===== src/include/radio_pm_pkg.sv =====
// Purpose: Shared constants and types for the radio power mode and symbol map block
// Assumes: 25 MHz system clock, 32-bit register port with byte offsets
// Notes: Register offsets other than the mode selector are placed by this block
package radio_pm_pkg;

  // ==========================================================
  // Register port and map
  localparam int ADDR_W = 8;
  localparam int DATA_W = 32;
  localparam logic [7:0] OFS_MODE = 8'h00;
  localparam logic [7:0] OFS_MODCFG = 8'h04;
  localparam logic [7:0] OFS_GAIN = 8'h08;
  localparam logic [7:0] OFS_RSSI = 8'h0C;
  localparam logic [7:0] OFS_AMPL = 8'h10;
  localparam logic [7:0] OFS_TRK = 8'h14;
  localparam logic [7:0] OFS_STAT = 8'h18;

  // ==========================================================
  // Power mode selector codes
  typedef enum logic [3:0] {
    PM_POWER_OFF_RETAIN_REGS = 4'h0,
    PM_FULL_OFF = 4'h1,
    PM_STANDBY = 4'h5,
    PM_BUFFER_ONLY = 4'h6,
    PM_SYNTH_SETTLE_RECEIVE = 4'h8,
    PM_RECEIVE_ACTIVE = 4'h9,
    PM_WAKE_ON_RADIO = 4'hB,
    PM_SYNTH_SETTLE_TRANSMIT = 4'hC,
    PM_TRANSMIT_ACTIVE = 4'hD
  } pmode_t;
  localparam logic [3:0] MODE_RESET = 4'h0;

  // ==========================================================
  // Modulation configuration fields
  typedef enum logic [1:0] {SCH_ASK = 2'h0, SCH_FSK = 2'h1, SCH_PSK = 2'h2, SCH_FSK4 = 2'h3} scheme_t;
  typedef enum logic [1:0] {FSH_HARD = 2'h0, FSH_GAUSS_BT03 = 2'h1, FSH_GAUSS_BT05 = 2'h2} fshape_t;
  localparam int MC_SCHEME_LSB = 0;
  localparam int MC_FSHAPE_LSB = 2;
  localparam int MC_ASHAPE_BIT = 4;
  localparam logic [4:0] MODCFG_RESET = 5'h10;

  // Status fields
  localparam int ST_APPLIED_LSB = 0;
  localparam int ST_PENDING_BIT = 4;
  localparam int ST_XTAL_OK_BIT = 5;
  localparam int ST_GAIN_VALID_BIT = 6;
  localparam int ST_TX_REFUSED_BIT = 8;
  localparam int ST_RESERVED_BIT = 9;

  // ==========================================================
  // Timing
  localparam int CLK_HZ = 25000000;
  localparam int CLK_MHZ = 25;
  localparam int XTAL_SETTLE_US = 3000;
  localparam logic [16:0] XTAL_SETTLE_CYC = 17'(XTAL_SETTLE_US * CLK_MHZ);
  localparam int MAX_BIT_RATE_BPS = 125000;
  localparam logic [7:0] MIN_BIT_CYC = 8'((CLK_HZ + MAX_BIT_RATE_BPS - 1) / MAX_BIT_RATE_BPS);
  localparam logic [7:0] WAKE_INIT_CYC = 8'h20;

  // ==========================================================
  // Carriers
  typedef struct packed {
    logic core_supply;
    logic xtal;
    logic reference;
    logic synth;
    logic synth_tx_freq;
    logic receiver;
    logic transmitter;
    logic lp_osc;
    logic buffer_access;
  } radio_enables_t;

  typedef struct packed {
    logic [7:0] gain;
    logic [7:0] rssi;
    logic [15:0] ampl;
    logic [31:0] trk;
  } measure_t;

  typedef struct packed {
    logic pa_on;
    logic phase_180;
    logic [2:0] freq_step;
    logic amp_shape;
    fshape_t freq_shape;
  } symbol_t;

endpackage : radio_pm_pkg


===== src/logic/radio_power_mode_and_symbol_map.sv =====
// Purpose: Transceiver power mode sequencing, wake handshake, symbol mapping and readouts
// Assumes: All inputs synchronous to sys_clk; analog front end supplies raw measurements
// Notes: Register port answers every read one cycle later, unmapped reads give zero
`timescale 1ns/1ps
`default_nettype none

module radio_power_mode_and_symbol_map #(
  parameter logic [16:0] XTAL_SETTLE_CYCLES = radio_pm_pkg::XTAL_SETTLE_CYC
) (
  // Clock and reset
  input wire logic sys_clk,
  input wire logic resetn,
  // Register port
  input wire logic [radio_pm_pkg::ADDR_W-1:0] reg_addr,
  input wire logic [radio_pm_pkg::DATA_W-1:0] reg_wdata,
  input wire logic reg_wr,
  input wire logic reg_rd,
  output logic [radio_pm_pkg::DATA_W-1:0] reg_rdata,
  // Front end status and measurements
  input wire logic synth_programmed,
  input wire logic synth_locked,
  input wire logic buffer_empty,
  input wire radio_pm_pkg::measure_t meas,
  // Wake pins
  input wire logic wake_sel_n,
  output logic miso_o,
  output logic miso_oe,
  // Section enables
  output radio_pm_pkg::radio_enables_t enables,
  output logic buffer_flush,
  // Transmit bit stream and symbol
  input wire logic tx_bit_valid,
  input wire logic [1:0] tx_bits,
  output logic tx_bit_ready,
  output radio_pm_pkg::symbol_t symbol
);
  import radio_pm_pkg::*;

  typedef enum logic [2:0] {WK_RUN = 3'b001, WK_ASLEEP = 3'b010, WK_INIT = 3'b100} wake_t;

  // ==========================================================
  // Decode helpers
  function automatic logic valid_mode(input logic [3:0] m);
    case (m)
      PM_POWER_OFF_RETAIN_REGS, PM_FULL_OFF, PM_STANDBY, PM_BUFFER_ONLY,
      PM_SYNTH_SETTLE_RECEIVE, PM_RECEIVE_ACTIVE, PM_WAKE_ON_RADIO,
      PM_SYNTH_SETTLE_TRANSMIT, PM_TRANSMIT_ACTIVE: valid_mode = 1'b1;
      default: valid_mode = 1'b0;
    endcase
  endfunction : valid_mode

  // Modes that drop the buffer, except full off, only start once it has drained
  function automatic logic needs_empty(input logic [3:0] m);
    needs_empty = (m == PM_POWER_OFF_RETAIN_REGS) || (m == PM_STANDBY) || (m == PM_WAKE_ON_RADIO);
  endfunction : needs_empty

  function automatic radio_enables_t decode_enables(input logic [3:0] m);
    radio_enables_t e;
    e = '0;
    case (m)
      PM_WAKE_ON_RADIO: e.lp_osc = 1'b1;
      PM_STANDBY:
      begin
        e.core_supply = 1'b1;
        e.xtal = 1'b1;
        e.reference = 1'b1;
      end
      PM_BUFFER_ONLY:
      begin
        e.core_supply = 1'b1;
        e.reference = 1'b1;
        e.buffer_access = 1'b1;
      end
      PM_SYNTH_SETTLE_RECEIVE, PM_RECEIVE_ACTIVE, PM_SYNTH_SETTLE_TRANSMIT, PM_TRANSMIT_ACTIVE:
      begin
        e.core_supply = 1'b1;
        e.xtal = 1'b1;
        e.reference = 1'b1;
        e.synth = 1'b1;
        e.buffer_access = 1'b1;
        e.synth_tx_freq = m[2];
        e.receiver = (m == PM_RECEIVE_ACTIVE);
        e.transmitter = (m == PM_TRANSMIT_ACTIVE);
      end
      default: e = '0;
    endcase
    decode_enables = e;
  endfunction : decode_enables

  // ==========================================================
  // State
  logic [3:0] mode_req_r;
  logic [3:0] mode_app_r;
  radio_enables_t en_r;
  logic flush_r;
  logic [4:0] cfg_r;
  logic tx_refused_r;
  logic reserved_r;
  wake_t wk_r;
  logic [7:0] wk_cnt_r;
  logic [16:0] xtal_cnt_r;
  logic xtal_ok_r;
  logic gain_valid_r;
  measure_t meas_r;
  logic [7:0] gap_r;
  symbol_t sym_r;
  logic [DATA_W-1:0] rdata_r;

  logic live;
  logic mode_wr;
  logic cfg_wr;
  logic stat_wr;
  logic mode_ok;
  logic pending;
  logic accept;
  logic [3:0] wr_code;
  scheme_t scheme;
  radio_enables_t en_nxt;

  // Register port decode; nothing reaches the map while the core is off
  assign live = (wk_r == WK_RUN);
  assign mode_wr = live && reg_wr && (reg_addr == OFS_MODE);
  assign cfg_wr = live && reg_wr && (reg_addr == OFS_MODCFG);
  assign stat_wr = live && reg_wr && (reg_addr == OFS_STAT);
  assign wr_code = reg_wdata[3:0];
  assign pending = (mode_req_r != mode_app_r);
  assign scheme = scheme_t'(cfg_r[MC_SCHEME_LSB +: 2]);
  assign en_nxt = decode_enables(mode_app_r);

  // transmit only from a settled synthesizer
  assign mode_ok = valid_mode(wr_code) &&
    ((wr_code != PM_TRANSMIT_ACTIVE) || ((mode_app_r == PM_SYNTH_SETTLE_TRANSMIT) && synth_locked));

  // ==========================================================
  // Mode selector
  // accepted codes only, reserved ones leave the selector alone
  always_ff @(posedge sys_clk or negedge resetn)
  begin
    if (!resetn)
      mode_req_r <= MODE_RESET;
    else if (!live)
      mode_req_r <= MODE_RESET;
    else if (mode_wr && mode_ok)
      mode_req_r <= wr_code;
  end

  // buffer-dropping modes other than full off wait for an empty buffer
  always_ff @(posedge sys_clk or negedge resetn)
  begin
    if (!resetn)
      mode_app_r <= MODE_RESET;
    else if (wk_r == WK_ASLEEP)
      mode_app_r <= PM_FULL_OFF;
    else if (wk_r == WK_INIT)
      mode_app_r <= MODE_RESET;
    else if (pending && (!needs_empty(mode_req_r) || buffer_empty))
      mode_app_r <= mode_req_r;
  end

  // section enables follow the applied mode
  always_ff @(posedge sys_clk or negedge resetn)
  begin
    if (!resetn)
    begin
      en_r <= '0;
      flush_r <= 1'b0;
    end
    else
    begin
      en_r <= en_nxt;
      flush_r <= !en_nxt.buffer_access && en_r.buffer_access;
    end
  end

  // Sticky error flags; a new event wins over a clear in the same cycle
  always_ff @(posedge sys_clk or negedge resetn)
  begin
    if (!resetn)
    begin
      tx_refused_r <= 1'b0;
      reserved_r <= 1'b0;
    end
    else if (!live)
    begin
      tx_refused_r <= 1'b0;
      reserved_r <= 1'b0;
    end
    else
    begin
      tx_refused_r <= (mode_wr && valid_mode(wr_code) && !mode_ok) ||
        (tx_refused_r && !(stat_wr && reg_wdata[ST_TX_REFUSED_BIT]));
      reserved_r <= (mode_wr && !valid_mode(wr_code)) ||
        (reserved_r && !(stat_wr && reg_wdata[ST_RESERVED_BIT]));
    end
  end

  // ==========================================================
  // Full-off and wake handshake
  // full off drops mode, configuration, error flags and enables until the wake init count runs out; measurements are kept
  always_ff @(posedge sys_clk or negedge resetn)
  begin
    if (!resetn)
    begin
      wk_r <= WK_RUN;
      wk_cnt_r <= 8'h00;
    end
    else
    begin
      case (wk_r)
        WK_RUN:
          if (mode_app_r == PM_FULL_OFF)
            wk_r <= WK_ASLEEP;
        WK_ASLEEP:
          if (!wake_sel_n)
          begin
            wk_r <= WK_INIT;
            wk_cnt_r <= WAKE_INIT_CYC - 8'h01;
          end
        WK_INIT:
          if (wk_cnt_r == 8'h00)
            wk_r <= WK_RUN;
          else
            wk_cnt_r <= wk_cnt_r - 8'h01;
        default: wk_r <= WK_RUN;
      endcase
    end
  end

  // MISO low through init, high when ready; released while asleep
  assign miso_oe = (wk_r == WK_INIT) || ((wk_r == WK_RUN) && !wake_sel_n);
  assign miso_o = (wk_r == WK_RUN);

  // ==========================================================
  // Crystal settling: the host may also just wait the typical figure
  // settle count runs while the crystal is powered
  always_ff @(posedge sys_clk or negedge resetn)
  begin
    if (!resetn)
    begin
      xtal_cnt_r <= 17'h00000;
      xtal_ok_r <= 1'b0;
    end
    else if (!en_r.xtal)
    begin
      xtal_cnt_r <= 17'h00000;
      xtal_ok_r <= 1'b0;
    end
    else if (xtal_cnt_r >= XTAL_SETTLE_CYCLES - 17'h00001)
      xtal_ok_r <= 1'b1;
    else
      xtal_cnt_r <= xtal_cnt_r + 17'h00001;
  end

  // ==========================================================
  // Measurements
  // gain counter live once the synthesizer is programmed
  always_ff @(posedge sys_clk or negedge resetn)
  begin
    if (!resetn)
    begin
      meas_r.gain <= 8'h00;
      gain_valid_r <= 1'b0;
    end
    else
    begin
      gain_valid_r <= synth_programmed;
      if (synth_programmed)
        meas_r.gain <= meas.gain;
    end
  end

  // post-filter strength, amplitude and carrier offset while receiving
  always_ff @(posedge sys_clk or negedge resetn)
  begin
    if (!resetn)
    begin
      meas_r.rssi <= 8'h00;
      meas_r.ampl <= 16'h0000;
      meas_r.trk <= 32'h00000000;
    end
    else if (en_r.receiver)
    begin
      meas_r.rssi <= meas.rssi;
      meas_r.ampl <= meas.ampl;
      meas_r.trk <= meas.trk;
    end
  end

  // ==========================================================
  // Modulator
  always_ff @(posedge sys_clk or negedge resetn)
  begin
    if (!resetn)
      cfg_r <= MODCFG_RESET;
    else if (!live)
      cfg_r <= MODCFG_RESET;
    else if (cfg_wr)
      cfg_r <= reg_wdata[4:0];
  end

  // bit period never shorter than the top rate allows
  assign accept = tx_bit_valid && tx_bit_ready;
  assign tx_bit_ready = en_r.transmitter && (gap_r == 8'h00);

  always_ff @(posedge sys_clk or negedge resetn)
  begin
    if (!resetn)
      gap_r <= 8'h00;
    else if (accept)
      gap_r <= MIN_BIT_CYC - 8'h01;
    else if (gap_r != 8'h00)
      gap_r <= gap_r - 8'h01;
  end

  // Symbol held until the next accepted bit; cleared when transmit stops
  always_ff @(posedge sys_clk or negedge resetn)
  begin
    if (!resetn)
      sym_r <= '0;
    else if (!en_r.transmitter)
      sym_r <= '0;
    else if (accept)
    begin
      // shaping applies to every scheme, so the amplifier ramps smoothly
      sym_r.amp_shape <= cfg_r[MC_ASHAPE_BIT];
      // reserved shaping code falls back to hard
      if (scheme == SCH_FSK4 || cfg_r[MC_FSHAPE_LSB +: 2] == 2'h3)
        sym_r.freq_shape <= FSH_HARD;
      else
        sym_r.freq_shape <= fshape_t'(cfg_r[MC_FSHAPE_LSB +: 2]);
      case (scheme)
        // binary schemes use the low bit
        SCH_ASK:
        begin
          sym_r.pa_on <= tx_bits[0];
          sym_r.phase_180 <= 1'b0;
          sym_r.freq_step <= 3'h0;
        end
        SCH_FSK:
        begin
          sym_r.pa_on <= 1'b1;
          sym_r.phase_180 <= 1'b0;
          sym_r.freq_step <= tx_bits[0] ? 3'h1 : 3'h7;
        end
        SCH_PSK:
        begin
          sym_r.pa_on <= 1'b1;
          sym_r.phase_180 <= tx_bits[0];
          sym_r.freq_step <= 3'h0;
        end
        SCH_FSK4:
        begin
          sym_r.pa_on <= 1'b1;
          sym_r.phase_180 <= 1'b0;
          case (tx_bits)
            2'h0: sym_r.freq_step <= 3'h5;
            2'h1: sym_r.freq_step <= 3'h7;
            2'h3: sym_r.freq_step <= 3'h1;
            default: sym_r.freq_step <= 3'h3;
          endcase
        end
        default: sym_r.pa_on <= 1'b0;
      endcase
    end
  end

  // ==========================================================
  // Read port: data only in the cycle after the strobe
  always_ff @(posedge sys_clk or negedge resetn)
  begin
    if (!resetn)
      rdata_r <= '0;
    else if (!(reg_rd && live))
      rdata_r <= '0;
    else
    begin
      case (reg_addr)
        OFS_MODE: rdata_r <= {28'h0000000, mode_req_r};
        OFS_MODCFG: rdata_r <= {27'h0000000, cfg_r};
        OFS_GAIN: rdata_r <= {24'h000000, meas_r.gain};
        OFS_RSSI: rdata_r <= {24'h000000, meas_r.rssi};
        OFS_AMPL: rdata_r <= {16'h0000, meas_r.ampl};
        OFS_TRK: rdata_r <= meas_r.trk;
        OFS_STAT: rdata_r <= {22'h000000, reserved_r, tx_refused_r, 1'b0, gain_valid_r,
          xtal_ok_r, pending, mode_app_r};
        default: rdata_r <= '0;
      endcase
    end
  end

  assign reg_rdata = rdata_r;
  assign enables = en_r;
  assign buffer_flush = flush_r;
  assign symbol = sym_r;

  // ==========================================================
  // Assertions
  logic [7:0] since_acc_r;
  always_ff @(posedge sys_clk or negedge resetn)
  begin
    if (!resetn)
      since_acc_r <= 8'hFF;
    else if (accept)
      since_acc_r <= 8'h00;
    else if (since_acc_r != 8'hFF)
      since_acc_r <= since_acc_r + 8'h01;
  end
endmodule : radio_power_mode_and_symbol_map

`default_nettype wire


===== config.mk =====
export PLATFORM = sky130hd
export DESIGN_NAME = radio_power_mode_and_symbol_map
export DESIGN_NICKNAME = d
export VERILOG_FILES = /design/src/include/radio_pm_pkg.sv /design/src/logic/radio_power_mode_and_symbol_map.sv
export SDC_FILE = /design/constraint.sdc
export NUM_CORES = 1
export LEC_CHECK = 0
export BUFFER_PORTS_ARGS = -buffer_cell sky130_fd_sc_hd__clkbuf_2
export CORE_UTILIZATION = 54
export DETAILED_ROUTE_END_ITERATION = 6
export PLACE_DENSITY_LB_ADDON = 0.2
export SLEW_MARGIN = 20
export SYNTH_ARGS = -nofsm -noshare
export SYNTH_HDL_FRONTEND = slang
export SYNTH_SLANG_ARGS = --single-unit

===== constraint.sdc =====
create_clock -name sys_clk -period 2.39 [get_ports sys_clk]
set_input_delay 0.1195 -clock sys_clk [delete_from_list [all_inputs] [get_ports sys_clk]]
set_output_delay 0.1195 -clock sys_clk [all_outputs]
set_load 0.05 [all_outputs]

==> summary by stage, run 1 <==
Cells and area
The share of layout cells above drive strength 1 is 32.23%. The library cell used most frequently in the layout, excluding fill and tap cells, is sky130_fd_sc_hd__dfrtp_1. Compared with the post-synthesis result, the final layout area differs by 30.44%. At the end of the flow, the number of nets in the layout was between 900 and 1000. The top cell types in the final layout, fill and taps aside, are 163 x sky130_fd_sc_hd__dfrtp_1, 140 x sky130_fd_sc_hd__clkbuf_2, 72 x sky130_fd_sc_hd__dlygate4sd3_1. The number of antenna repair diodes is 0. Cells fill 72.99% of the core in the end.

Synth
Yosys mapped a number of flops with a built-in enable equal to 0. Summed over its instances, the top area cell type makes up about 55% of the synthesized netlist area. The adder and majority cell fraction of the synthesized area is 1.335%. The mux contribution to synthesized area is between 15 and 20%. In the synthesized netlist the async set-or-reset flop fraction comes to 100.0%. By area the synthesized netlist is led by sky130_fd_sc_hd__dfrtp_1 55%, sky130_fd_sc_hd__mux2_2 11%, sky130_fd_sc_hd__mux2i_1 4.3%, sky130_fd_sc_hd__nor2_1 2.2%, sky130_fd_sc_hd__nand2_1 1.9%. The number of different library cells used by synthesis comes to 65.

The mean instance size in the synthesized netlist is ~12 sq um. The simple-gate area share of the yosys netlist is between 15 and 20%. The cell taking the most area after synthesis is sky130_fd_sc_hd__dfrtp_1. When the netlist entered floorplanning its net count stood at around 760. The count of synthesis-stage warnings from yosys is 0. After synthesis, the largest family of logic cells by area is simple AND/OR/NAND/NOR gates.

In this run the cell area of the synthesized design comes to ~7500 sq um. The post-synthesis cell count is about 640. The synthesized netlist devotes roughly 8% of its cell area to compound gates. The sequential fraction of the synthesis area is between 50% and 60%. Synthesis inferred roughly 170 register bits.

The predominant post-synthesis flop cell is sky130_fd_sc_hd__dfrtp_1. Of the total synthesized cell area, the portion taken by XOR and XNOR cells is around 1.8%.

Critical path
Walking the worst path, the cells encountered are or4_4 -> nor3_4 -> and2_1 -> clkbuf_4. For this design, the slowest cell found on the critical path is sky130_fd_sc_hd__or4_4. Along the worst path, the maximum fanout reaches 5. The cell family contributing the most delay on the critical path is simple AND/OR/NAND/NOR gates. In this run the number of cells on the critical path is 4.

Counting both buffers and inverters, the worst setup path holds a total of 1. The nature of the critical path startpoint is a register. For the worst setup path, the data arrival time is roughly 2200 ps. The capturing point of the worst reg2reg path is xtal_cnt_r[15]. The startpoint identified for the worst register-to-register timing path is xtal_cnt_r[0]. Counting cells, the worst reg-to-reg path comes to 6. The data required time of the critical path is 2270 ps. On the worst path, the slowest cell contributes a delay of roughly 600 ps. The slack of the worst reg-to-reg path is 140 ps. The category of the worst setup path capture point is an output port.

The critical path is of the reg2out type.

Clocking
The number of clock buffers added by TritonCTS is 17. Counting along the longest clock path gives a buffer depth of 2. CTS placed an instance of sky130_fd_sc_hd__clkbuf_16 at the clock tree root. Counting every sink on the clock net gives 166.

The later pin in the worst-skew pair is clocked with a latency of about 430 ps. In this run the number of H-tree levels came out at 4. After clock tree synthesis, the clock-pin slew on the worst setup and hold paths is about 60 ps. After clock tree synthesis, the setup repair step added 0 buffers. TritonCTS built the clock tree.

Power
For this design the ratio of total power to cell area is about 620 nW/um^2. Total power for the finished layout comes to approximately 6.0 mW. The static leakage is 4.804 nW. The worst supply voltage drop on vdd is approximately 450 uV.

Route
After the first detailed-routing iteration, the DRC count stood at around 360. For this run, design rule violations remaining after detail routing come to 0. The count of nets left with antenna violations once routing finished came out at 0. The number of vias per cell is 5.612. After detailed routing, the average wire length per cell comes to approximately 18 microns. The via count is roughly 5900.

For this run, the detailed router's first-pass iteration total came to 5. The routed design has ~19000 microns of wire.

Timing
The minimum clock period after layout is 2278 ps. Based on the critical path, the design can be clocked at up to 0.4390 GHz. The tightest hold path in the finished design has a slack of between 15 and 20 ps. For the pin with the worst max-slew slack, the measured transition is approximately 710 ps.

The final number of setup-violating endpoints is 0. The clock tree skew after final layout is between 10 and 15 ps. The final-report hold violation count is 0. The final period utilization is a little over nine tenths. Setup repair after global routing left no endpoint under its margin.

The number of max-slew violations in the final report came to 0. After routing, the total negative slack on setup checks comes to 0 ps. The relative slew slack is about 53%.

Global route
The first global-routing pass estimated 30650 microns of wire. Entering global routing, the biggest net connects about 70 pins. The initial antenna violation count came to 0. The overflow left after global routing is 0.

The number of global-route vias before repair is 6258. The total global-route track usage is between 20% and 30%.

Hold path
The worst hold path stage count is 3. The worst hold path begins at tx_bits[0]. The terminating pin of the worst hold path is symbol[6].

The class of the tightest hold or removal check is in2reg.

Die
The site row count is 42. From left edge to right edge, the die measures roughly 120 microns. The area of the placeable core is 13400 sq um. During I/O placement, the number of pins put on the boundary was approximately 170.

The area of the die is around 14000 sq um. The height of the chip is between 100 and 150 microns. For this configuration, the core starts out at a cell density of a little under three fifths.

Status
The flow ran to the end, and the final reports show no timing, DRC or antenna violations.

Placed design
The number of I/O port buffers is about 140. The post-DP HPWL is 12610 microns. The congestion estimate from routability-driven global placement came to roughly 0.83.

Run
The max-capacitance violation count is 0.
## sequential cells by signal, indices dropped and copies added (netlist names)
register and flops:
xtal_cnt_r 17, gain_valid_r 1, symbol 8, reg_rdata 32, wk_cnt_r 8, tx_refused_r 1, enables 8, cfg_r 5
mode_app_r 4, xtal_ok_r 1, mode_req_r 4, buffer_flush 1, wk_r 3, meas_r 64, gap_r 8, reserved_r 1
## worst min-delay path: cells and delay by family
| kind | cells | cell delay [ps] |
|---|---|---|
| buffers and inverters | 1 | 120 |
| AOI/OAI and AO/OA | 1 | 70 |
| and+or+nand+nor | 1 | 80 |
## power by group
part / switching, mW / internal, mW
logic: 0.239 / 0.243
registers: 0.0565 / 2.88
clock network: 1.15 / 1.47
total: 1.45 / 4.59
## area by class of cell
| class | count | area, sq um |
|---|---|---|
| Clock inverter | 14 | 127.6 |
| Multi-Input combinational cell | 424 | 3146 |
| Clock buffer | 18 | 439.2 |
| Sequential cell | 166 | 4158 |
| Fill cell | 913 | 3620 |
| Tap cell | 176 | 220.2 |
| Inverter | 18 | 67.56 |
| Timing Repair Buffer | 235 | 1623 |
## metal layers
layer / vias to the layer above / part of all wire (%) / track usage, %
li1: 2749 / - / -
met1: 2924 / 41 / 33.75
met2: 195 / 51 / 46.89
met3: 30 / 5.3 / 6.987
met4: 0 / 2.3 / 10.70
met5: - / 0 / 0
## metrics by stage
step / cell area [sq um] / cells / setup slack, ps
after detailed placement: 8479 / 947 / 88.22
after floorplan: 7498 / 641 / 292.7
after global routing: 9781 / 1051 / 26.48
after CTS: 9767 / 1051 / 42.25
final: 9781 / 1051 / 112.0
after global placement: 8479 / 947 / 164.3
## cell usage after synthesis, types with 4 or more instances
| cell | count |
|---|---|
| sky130_fd_sc_hd__a211oi_1 | 5 |
| sky130_fd_sc_hd__a21oi_1 | 15 |
| sky130_fd_sc_hd__a221oi_1 | 6 |
| sky130_fd_sc_hd__a22oi_1 | 11 |
| sky130_fd_sc_hd__and2_1 | 19 |
| sky130_fd_sc_hd__and3_1 | 6 |
| sky130_fd_sc_hd__buf_2 | 4 |
| sky130_fd_sc_hd__clkbuf_1 | 24 |
| sky130_fd_sc_hd__dfrtp_1 | 164 |
| sky130_fd_sc_hd__ha_1 | 8 |
| sky130_fd_sc_hd__inv_1 | 17 |
| sky130_fd_sc_hd__mux2_2 | 71 |
| sky130_fd_sc_hd__mux2i_1 | 32 |
| sky130_fd_sc_hd__nand2_1 | 38 |
| sky130_fd_sc_hd__nand2b_1 | 15 |
| sky130_fd_sc_hd__nand3_1 | 22 |
| sky130_fd_sc_hd__nand4_1 | 7 |
| sky130_fd_sc_hd__nor2_1 | 44 |
| sky130_fd_sc_hd__nor2b_1 | 7 |
| sky130_fd_sc_hd__nor3_1 | 14 |
| sky130_fd_sc_hd__o21ai_0 | 17 |
| sky130_fd_sc_hd__o31ai_1 | 4 |
| sky130_fd_sc_hd__or3_1 | 4 |
| sky130_fd_sc_hd__or4_1 | 5 |
| sky130_fd_sc_hd__xnor2_1 | 12 |
## repair_timing
item / in CTS / in global routing
hold endpoints to repair: 136 / 0
gates resized for setup: 0 / 5
hold buffers: 72 / 0
endpoints found under the setup margin: 0 / 4
## logic make-up (layout without fill, tap and decap cells)
family                     after synthesis  after routing
and+or+nand+nor                        209            209
muxes                                  104            104
AOI/OAI and AO/OA                       88             88
xor gates and xnor gates                15             15
adders and majority gates                8              8
DFF                                    166            166
buffers and inverters                   51            285
## worst max path at each step
| stage | startpoint | end | slack, ps |
|---|---|---|---|
| after floorplan | xtal_cnt_r[0] | xtal_cnt_r[15] | 290 |
| after global placement | xtal_cnt_r[0] | xtal_cnt_r[15] | 160 |
| after detailed placement | xtal_cnt_r[0] | xtal_cnt_r[15] | 90 |
| after CTS | gap_r[3] | tx_bit_ready | 40 |
| after global routing | gap_r[3] | tx_bit_ready | 30 |
| final | gap_r[3] | tx_bit_ready | 110 |
No activity file was read; power rests on OpenSTA's default activity.
==> inputs of run 2 (changes only) <==
==> constraint.sdc (replaced) <==
create_clock -name sys_clk -period 2.39 [get_ports sys_clk]
set_input_delay 0.3585 -clock sys_clk [delete_from_list [all_inputs] [get_ports sys_clk]]
set_output_delay 0.3585 -clock sys_clk [all_outputs]
set_load 0.05 [all_outputs]
==> summary by stage, run 2 (synthesis gave the netlist of run 1 again) <==
Critical path
The data required time of the critical path is 2030 ps. The worst setup path is launched from a register. The critical path in this run is classified as reg2out. The peak fanout along the critical path is 4.

The arrival time of data at the critical path endpoint is between 1500 and 2000 ps. The worst setup path is captured at an output port.

Timing
Based on the critical path, the design can be clocked at up to ~0.43 GHz. The clock tree skew after final layout is around 11 ps. The number of max-slew violations in the final report is 0. At the pin with the least slew margin, the transition time is between 600 and 700 ps.

The worst path meets setup with between 60 and 70 ps of slack. Setup repair after global routing could not meet its margin everywhere. The final period utilization is a little over nine tenths. Setup violations remaining at the end of the flow were counted as 0.

The relative slew slack is a little under three fifths. The final-report hold violation count is 0. Subtracting the final worst setup slack from the clock period gives roughly 2300 ps.

Hold path
The class of the tightest hold or removal check is in2reg.

Power
The post-route total power is 5.988 mW. The static leakage is 4.549 nW. IR analysis of the VDD net gives a maximum drop of just under 500 uV. The areal power density over the cells is roughly 660 nW/um^2.

Placed design
Before CTS, the worst setup slack after placement is 125.5 ps. Summed over all nets, the half-perimeter wirelength after detailed placement is ~12000 microns. The final weighted congestion in routability-driven placement is between 0.8 and 0.9.

The number of I/O port buffers is between 100 and 150. In this run, placement finished with an instance count of between 900 and 1000. The instance area at placement is roughly 8500 sq um.

Die
During I/O placement, the number of pins put on the boundary was between 150 and 200. In this run the standard cell core region covers about 13000 sq um. The floorplan step defined a die boundary enclosing approximately 14000 sq um. The width of the chip is 119.8 microns. The site row count is between 40 and 50. The effective utilization at floorplan is a little under three fifths. In this run the vertical extent of the chip is ~120 microns.

Clocking
The maximum clock path buffer count is 2. The clock network latency to the later pin of the worst-skew pair is roughly 430 ps. The clock drives approximately 170 sinks.

The clock tree from TritonCTS is yes. The register clock-pin slew on the reported worst setup and hold paths is roughly 70 ps. CTS placed an instance of sky130_fd_sc_hd__clkbuf_16 at the clock tree root.

The number of levels in the clock H-tree is 4. The number of buffers inserted during clock tree synthesis is 17.

Run
Across the run, the number of max-cap violations was 0.

Cells and area
The post-layout instance count excluding filler cells is 983. The largest register by flop count is meas_r. The utilization after layout is approximately two thirds. In the layout the commonest cells are 163 x sky130_fd_sc_hd__dfrtp_1, 140 x sky130_fd_sc_hd__clkbuf_2, 71 x sky130_fd_sc_hd__mux2_2. The area growth from synthesis to final layout is 21.59%. The filler cells instantiated in the layout total between 1000 and 1500. The register with the most flip-flops in the layout has 64 of them. The number of antenna diodes in the final layout is 0. After the last flow step, the layout net total stands at 917. Of the cells placed in the final design, the portion with a size suffix greater than 1 is between 30% and 40%. The leading cell type in the layout, fill and taps excluded is sky130_fd_sc_hd__dfrtp_1. The finished cells cover just over 9000 sq um.

Global route
Global routing used between 20 and 30% of the available tracks across all layers. The number of global-route vias before repair is approximately 5600. For this run the aggregate overflow at the end of global routing stands at 0. The maximum number of pins on one net before global-route repair is 62. The first global-routing pass estimated 28410 microns of wire. The initial antenna violation count is 0.

Route
Wires add up to about 17000 microns. The detailed-route DRC error count is 0. In this run the remaining antenna-violating nets after routing total 0. The routed length per placed instance is around 17 microns. The number of vias per cell is ~5.6. The via count is between 5000 and 6000. The first routing iteration left between 200 and 300 violations. The first-pass iteration count of the detailed router is 5.

Status
The flow ran to the end, and the final reports show no timing, DRC or antenna violations.
-- run 2: routing by layer --
layer	track usage, %	vias up	part of all wire [%]
met2	41.26	181	49
met3	6.797	26	5.8
met4	10.55	0	2.0
met5	0	-	0
li1	-	2610	-
met1	33.50	2700	43
-- run 2: worst max-delay path, cell delays in order, from the launching register on --
cell and delay (ps):
sky130_fd_sc_hd__dfrtp_1 420, sky130_fd_sc_hd__or4_4 570, sky130_fd_sc_hd__nor3_4 250, sky130_fd_sc_hd__and2_4 180, sky130_fd_sc_hd__buf_8 140
-- run 2: cell type report --
type	instances	area, sq um	area share, %
Clock buffer	17	425.4	4.666
Clock inverter	15	151.4	1.660
Inverter	18	67.56	0.7410
Multi-Input combinational cell	424	3141	34.44
Sequential cell	166	4158	45.60
Tap cell	176	220.2	2.415
Timing Repair Buffer	167	954.7	10.47
-- run 2: through the flow --
stage | setup TNS, ps | hold WS, ps
final | 0 | 159.9
after global routing | -5.625 | 144.0
after CTS | 0 | 142.7
after detailed placement | 0 | 385.9
after global placement | 0 | 375.3
after floorplan | 0 | 62.91
-- run 2: path summary, 6_finish.rpt --
check | from | to | slack (ps) | depth (start not counted)
max in group asynchronous | resetn | wk_r[0] | 1170 | 3
hold / removal | meas[31] | meas_r[31] | 160 | 2
setup reg to reg | xtal_cnt_r[0] | xtal_cnt_r[15] | 140 | 6
setup / recovery | gap_r[4] | tx_bit_ready | 60 | 4
min in group asynchronous | resetn | gap_r[0] | 480 | 2
hold reg to reg | meas_r[30] | reg_rdata[30] | 470 | 1
-- run 2: what timing repair did --
item,CTS,global route
endpoints found under the hold margin,58,0
hold buffers,1,0
pin swaps,1,2
resized for setup,2,4
setup buffers,0,2
setup endpoints to repair,1,3
-- run 2: power by group --
| group | internal, mW | leakage, nW | switching [mW] |
|---|---|---|---|
| Sequential | 2.88 | 2.24 | 0.0497 |
| Clock | 1.54 | 0.292 | 1.13 |
| Combinational | 0.168 | 2.02 | 0.216 |
| Total | 4.59 | 4.55 | 1.40 |
==> inputs of run 3 (changes only) <==
--- a/config.mk
+++ b/config.mk
@@ -5,11 +5,12 @@
 export SDC_FILE = /design/constraint.sdc
 export NUM_CORES = 1
 export LEC_CHECK = 0
+export ABC_AREA = 1
 export BUFFER_PORTS_ARGS = -buffer_cell sky130_fd_sc_hd__clkbuf_2
-export CORE_UTILIZATION = 54
+export CORE_UTILIZATION = 55
 export DETAILED_ROUTE_END_ITERATION = 6
 export PLACE_DENSITY_LB_ADDON = 0.2
-export SLEW_MARGIN = 20
+export SLEW_MARGIN = 25
 export SYNTH_ARGS = -nofsm -noshare
 export SYNTH_HDL_FRONTEND = slang
 export SYNTH_SLANG_ARGS = --single-unit
==> summary by stage, run 3 <==
Cells and area
The flip-flop count of the largest register after layout is 64. The final layout contains 1202 nets. The utilization after layout is between 60% and 70%. In the layout the commonest cells are 214 x sky130_fd_sc_hd__nand2_1, 163 x sky130_fd_sc_hd__dfrtp_1, 140 x sky130_fd_sc_hd__clkbuf_2. The area growth from synthesis to final layout is 19.50%.

Summing all flip-flop and latch instances after layout gives slightly above 4000 sq um. The share of layout cells above drive strength 1 is ~22%. The number of antenna diodes in the final layout is 0. The library cell used most frequently in the layout, excluding fill and tap cells, is sky130_fd_sc_hd__nand2_1. The number of filler instances in the final layout is roughly 1200. The largest register by flop count is meas_r. The multi-input combinational cells in the finished layout cover a total of 3118 sq um.

Global route
The maximum number of pins on one net before global-route repair is 47. The initial antenna violation count is 0. The total global-route track usage is between 20% and 30%. The number of global-route vias before repair was slightly above 6000. Summed over all layers, the global routing overflow is 0. The wire length of the first global-routing pass is between 20000 and 30000 microns.

Critical path
The peak fanout along the critical path is 5. The master of the slowest instance on the critical path is sky130_fd_sc_hd__dfrtp_1. In this run the critical register-to-register path is captured at reg_rdata[10]. Among the stages of the critical path, the cell type that occurs most often is sky130_fd_sc_hd__inv_1. The biggest cell delay along the critical path is roughly 370 ps.

The arrival time of data at the critical path endpoint is between 1500 and 2000 ps. The largest delay contributor family on the critical path is simple AND/OR/NAND/NOR gates. The startpoint identified for the worst register-to-register timing path is wk_r[0].

The nature of the critical path startpoint is a register. Traced cell by cell, the critical path runs through inv_1 -> ha_1 -> nand3_2 -> nor2_4 -> inv_1 -> nor2_1 -> buf_4. In this run the register-to-register setup slack is approximately 500 ps. The category of the worst setup path capture point is an output port. The combined buffer and inverter count along the critical path is 3.

The worst setup path is of the reg2out kind. The path depth of the worst reg2reg path is 6. The data required time of the critical path is 2030 ps.

Synth
The predominant post-synthesis flop cell is sky130_fd_sc_hd__dfrtp_1. The post-synthesis sequential element count is between 150 and 200. The leading cell type by number of instances after synthesis is sky130_fd_sc_hd__nand2_1. The top cell type by area accounts for roughly 52% of the synthesized area. The post-synthesis cell count is between 900 and 1000.

A synthesized cell averages ~8.4 sq um. Of all cell types, the one taking the most synthesized area is sky130_fd_sc_hd__dfrtp_1. For this run, the number of Yosys warnings is 0. The combined area of all synthesized cells is ~7900 sq um. The count of flip-flops with a built-in enable after synthesis is 0.

Sorting the synthesized cells by area gives the leading types as sky130_fd_sc_hd__dfrtp_1 52%, sky130_fd_sc_hd__nand2_1 10%, sky130_fd_sc_hd__nand3_1 6.0%, sky130_fd_sc_hd__inv_1 5.7%, sky130_fd_sc_hd__mux2_2 4.3%. The count of distinct cell types in the synthesized netlist is 36. The commonest cells after synthesis are 214 x sky130_fd_sc_hd__nand2_1, 164 x sky130_fd_sc_hd__dfrtp_1, 120 x sky130_fd_sc_hd__inv_1, 94 x sky130_fd_sc_hd__nand3_1, 88 x sky130_fd_sc_hd__nor2_1. The share of synthesized flip-flops with an asynchronous set or reset is between 90% and 100%. Summing the sequential cell areas from Yosys gives between 50% and 60% of the chip area. The number of nets produced by synthesis is around 1100.

Die
The number of top-level pins is roughly 170. The site row count is 43. From left edge to right edge, the die measures roughly 120 microns. The area of the die is 14850 sq um. The area of the placeable core is 13930 sq um. The height of the chip is approximately 120 microns. For this configuration, the core starts out at a cell density of a little under three fifths.

Timing
For the final database, setup skew stands at roughly 8.4 ps. Setup violations remaining at the end of the flow were counted as 0. The worst hold slack after final layout is ~130 ps.

For the finished layout, the period the worst path requires is around 2300 ps. Setup repair after global routing left no endpoint under its margin. At the pin with the least slew margin, the transition time is 562.4 ps. In the final timing run, aggregate negative setup slack is 0 ps.

The number of max-slew violations in the final report is 0. The highest clock frequency the design can meet is between 0.4 and 0.5 GHz. The final-report hold violation count came to 0. Measured against its own limit, the worst slew margin works out to a little over three fifths. The final period utilization is a little over nine tenths.

Hold path
The terminating pin of the worst hold path is meas_r[30]. The min-delay analysis places its worst path in the category in2reg. The startpoint of the worst hold path is meas[30].

The worst hold path stage count is 3.

Run
The tool flagged a number of max-cap violations equal to 0.

Power
The worst supply voltage drop on vdd is 655.6 uV. For this design the ratio of total power to cell area is just under 700 nW/um^2. The static leakage is between 4 and 5 nW.

Route
The routed length per placed instance is between 10 and 15 microns. Across all layers, the routed design uses 6723 vias. The number of DRC markers in iteration 0 is about 410. The remaining antenna violation count is 0. The first detailed-routing pass took 5 iterations. In the routed layout, each cell is associated on average with a via count of 5.285. The total wirelength of the detailed-routed design is 18200 microns. The detailed-route DRC error count is 0.

Status
The flow ran to the end, and the final reports show no timing, DRC or antenna violations.

Clocking
Clock latency on the worst-skew pair, taken at its later pin, is 430 ps. Clock-pin slew was measured on the worst setup and hold paths at about 70 ps. CTS saw ~170 sinks. The maximum clock path buffer count is 2. CTS placed an instance of sky130_fd_sc_hd__clkbuf_16 at the clock tree root. The clock tree from TritonCTS is yes. The clock tree synthesis step divided the H-tree into 4 levels. The number of buffers inserted during clock tree synthesis is 17.

Placed design
Detailed placement finished with a half-perimeter wire length of approximately 13000 microns. Buffers placed on the I/O ports in this run total approximately 140. The congestion estimate from routability-driven global placement came to 0.8977.
## run 3: repair_timing
action | CTS | global route
hold buffers | 1 | 0
resized for setup | 1 | 2
hold endpoints to repair | 43 | 0
setup endpoints to repair | 1 | 1
setup buffers | 1 | 0
pin swaps | 1 | 0
## run 3: worst max path at each step
stage | start | to | slack (ps) | cells after the start
finish | gap_r[0] | tx_bit_ready | 130 | 7
global route | gap_r[0] | tx_bit_ready | 20 | 7
CTS | gap_r[0] | tx_bit_ready | 20 | 7
detailed placement | gap_r[0] | tx_bit_ready | 380 | 7
global placement | gap_r[0] | tx_bit_ready | 430 | 7
floorplan | wk_r[0] | miso_oe | 250 | 2
## run 3: worst min-delay path, cell delays in order
cell and delay, ps:
sky130_fd_sc_hd__clkbuf_2 70, sky130_fd_sc_hd__nand2_1 40, sky130_fd_sc_hd__o21ai_0 60
## run 3: cell families after synthesis
group / after synthesis / synth area share (%)
xor+xnor: 13 / 1.441
buf+inv: 159 / 8.026
compound gates: 112 / 7.915
flops: 166 / 52.59
fa+ha+maj: 8 / 1.266
simple gates: 449 / 24.49
mux: 30 / 4.274
## run 3: where the power goes
part / leakage (nW) / switching [mW] / internal (mW)
registers: 2.09 / 0.0491 / 2.89
logic: 2.55 / 0.487 / 0.202
clock network: 0.307 / 1.18 / 1.67
total: 4.94 / 1.72 / 4.77
## run 3: area by class of cell
class,count,area share (%)
repair buffers,154,8.995
multi-input cells,612,33.01
clock buffers,17,4.504
flip-flops and latches,166,44.02
well taps,180,2.384
clock inverters,15,2.000
inverters,128,5.087
## run 3: routing by layer
layer / GRT usage [%] / wire [microns] / part of all wire (%)
met1: 35.46 / 8119 / 45
met5: 0 / 0 / 0
met3: 4.916 / 886 / 4.9
met2: 41.74 / 8797 / 48
met4: 9.954 / 396 / 2.2
## run 3: per-stage QoR
step                total power, mW  area [sq um]  instances  setup slack [ps]
floorplan                     3.411          7904        937             253.7
global placement              3.670          8806       1238             426.8
detailed placement            3.686          8806       1238             375.4
CTS                           6.533          9440       1272             19.41
global route                  6.730          9445       1272             20.20
finish                        6.486          9445       1272             129.0
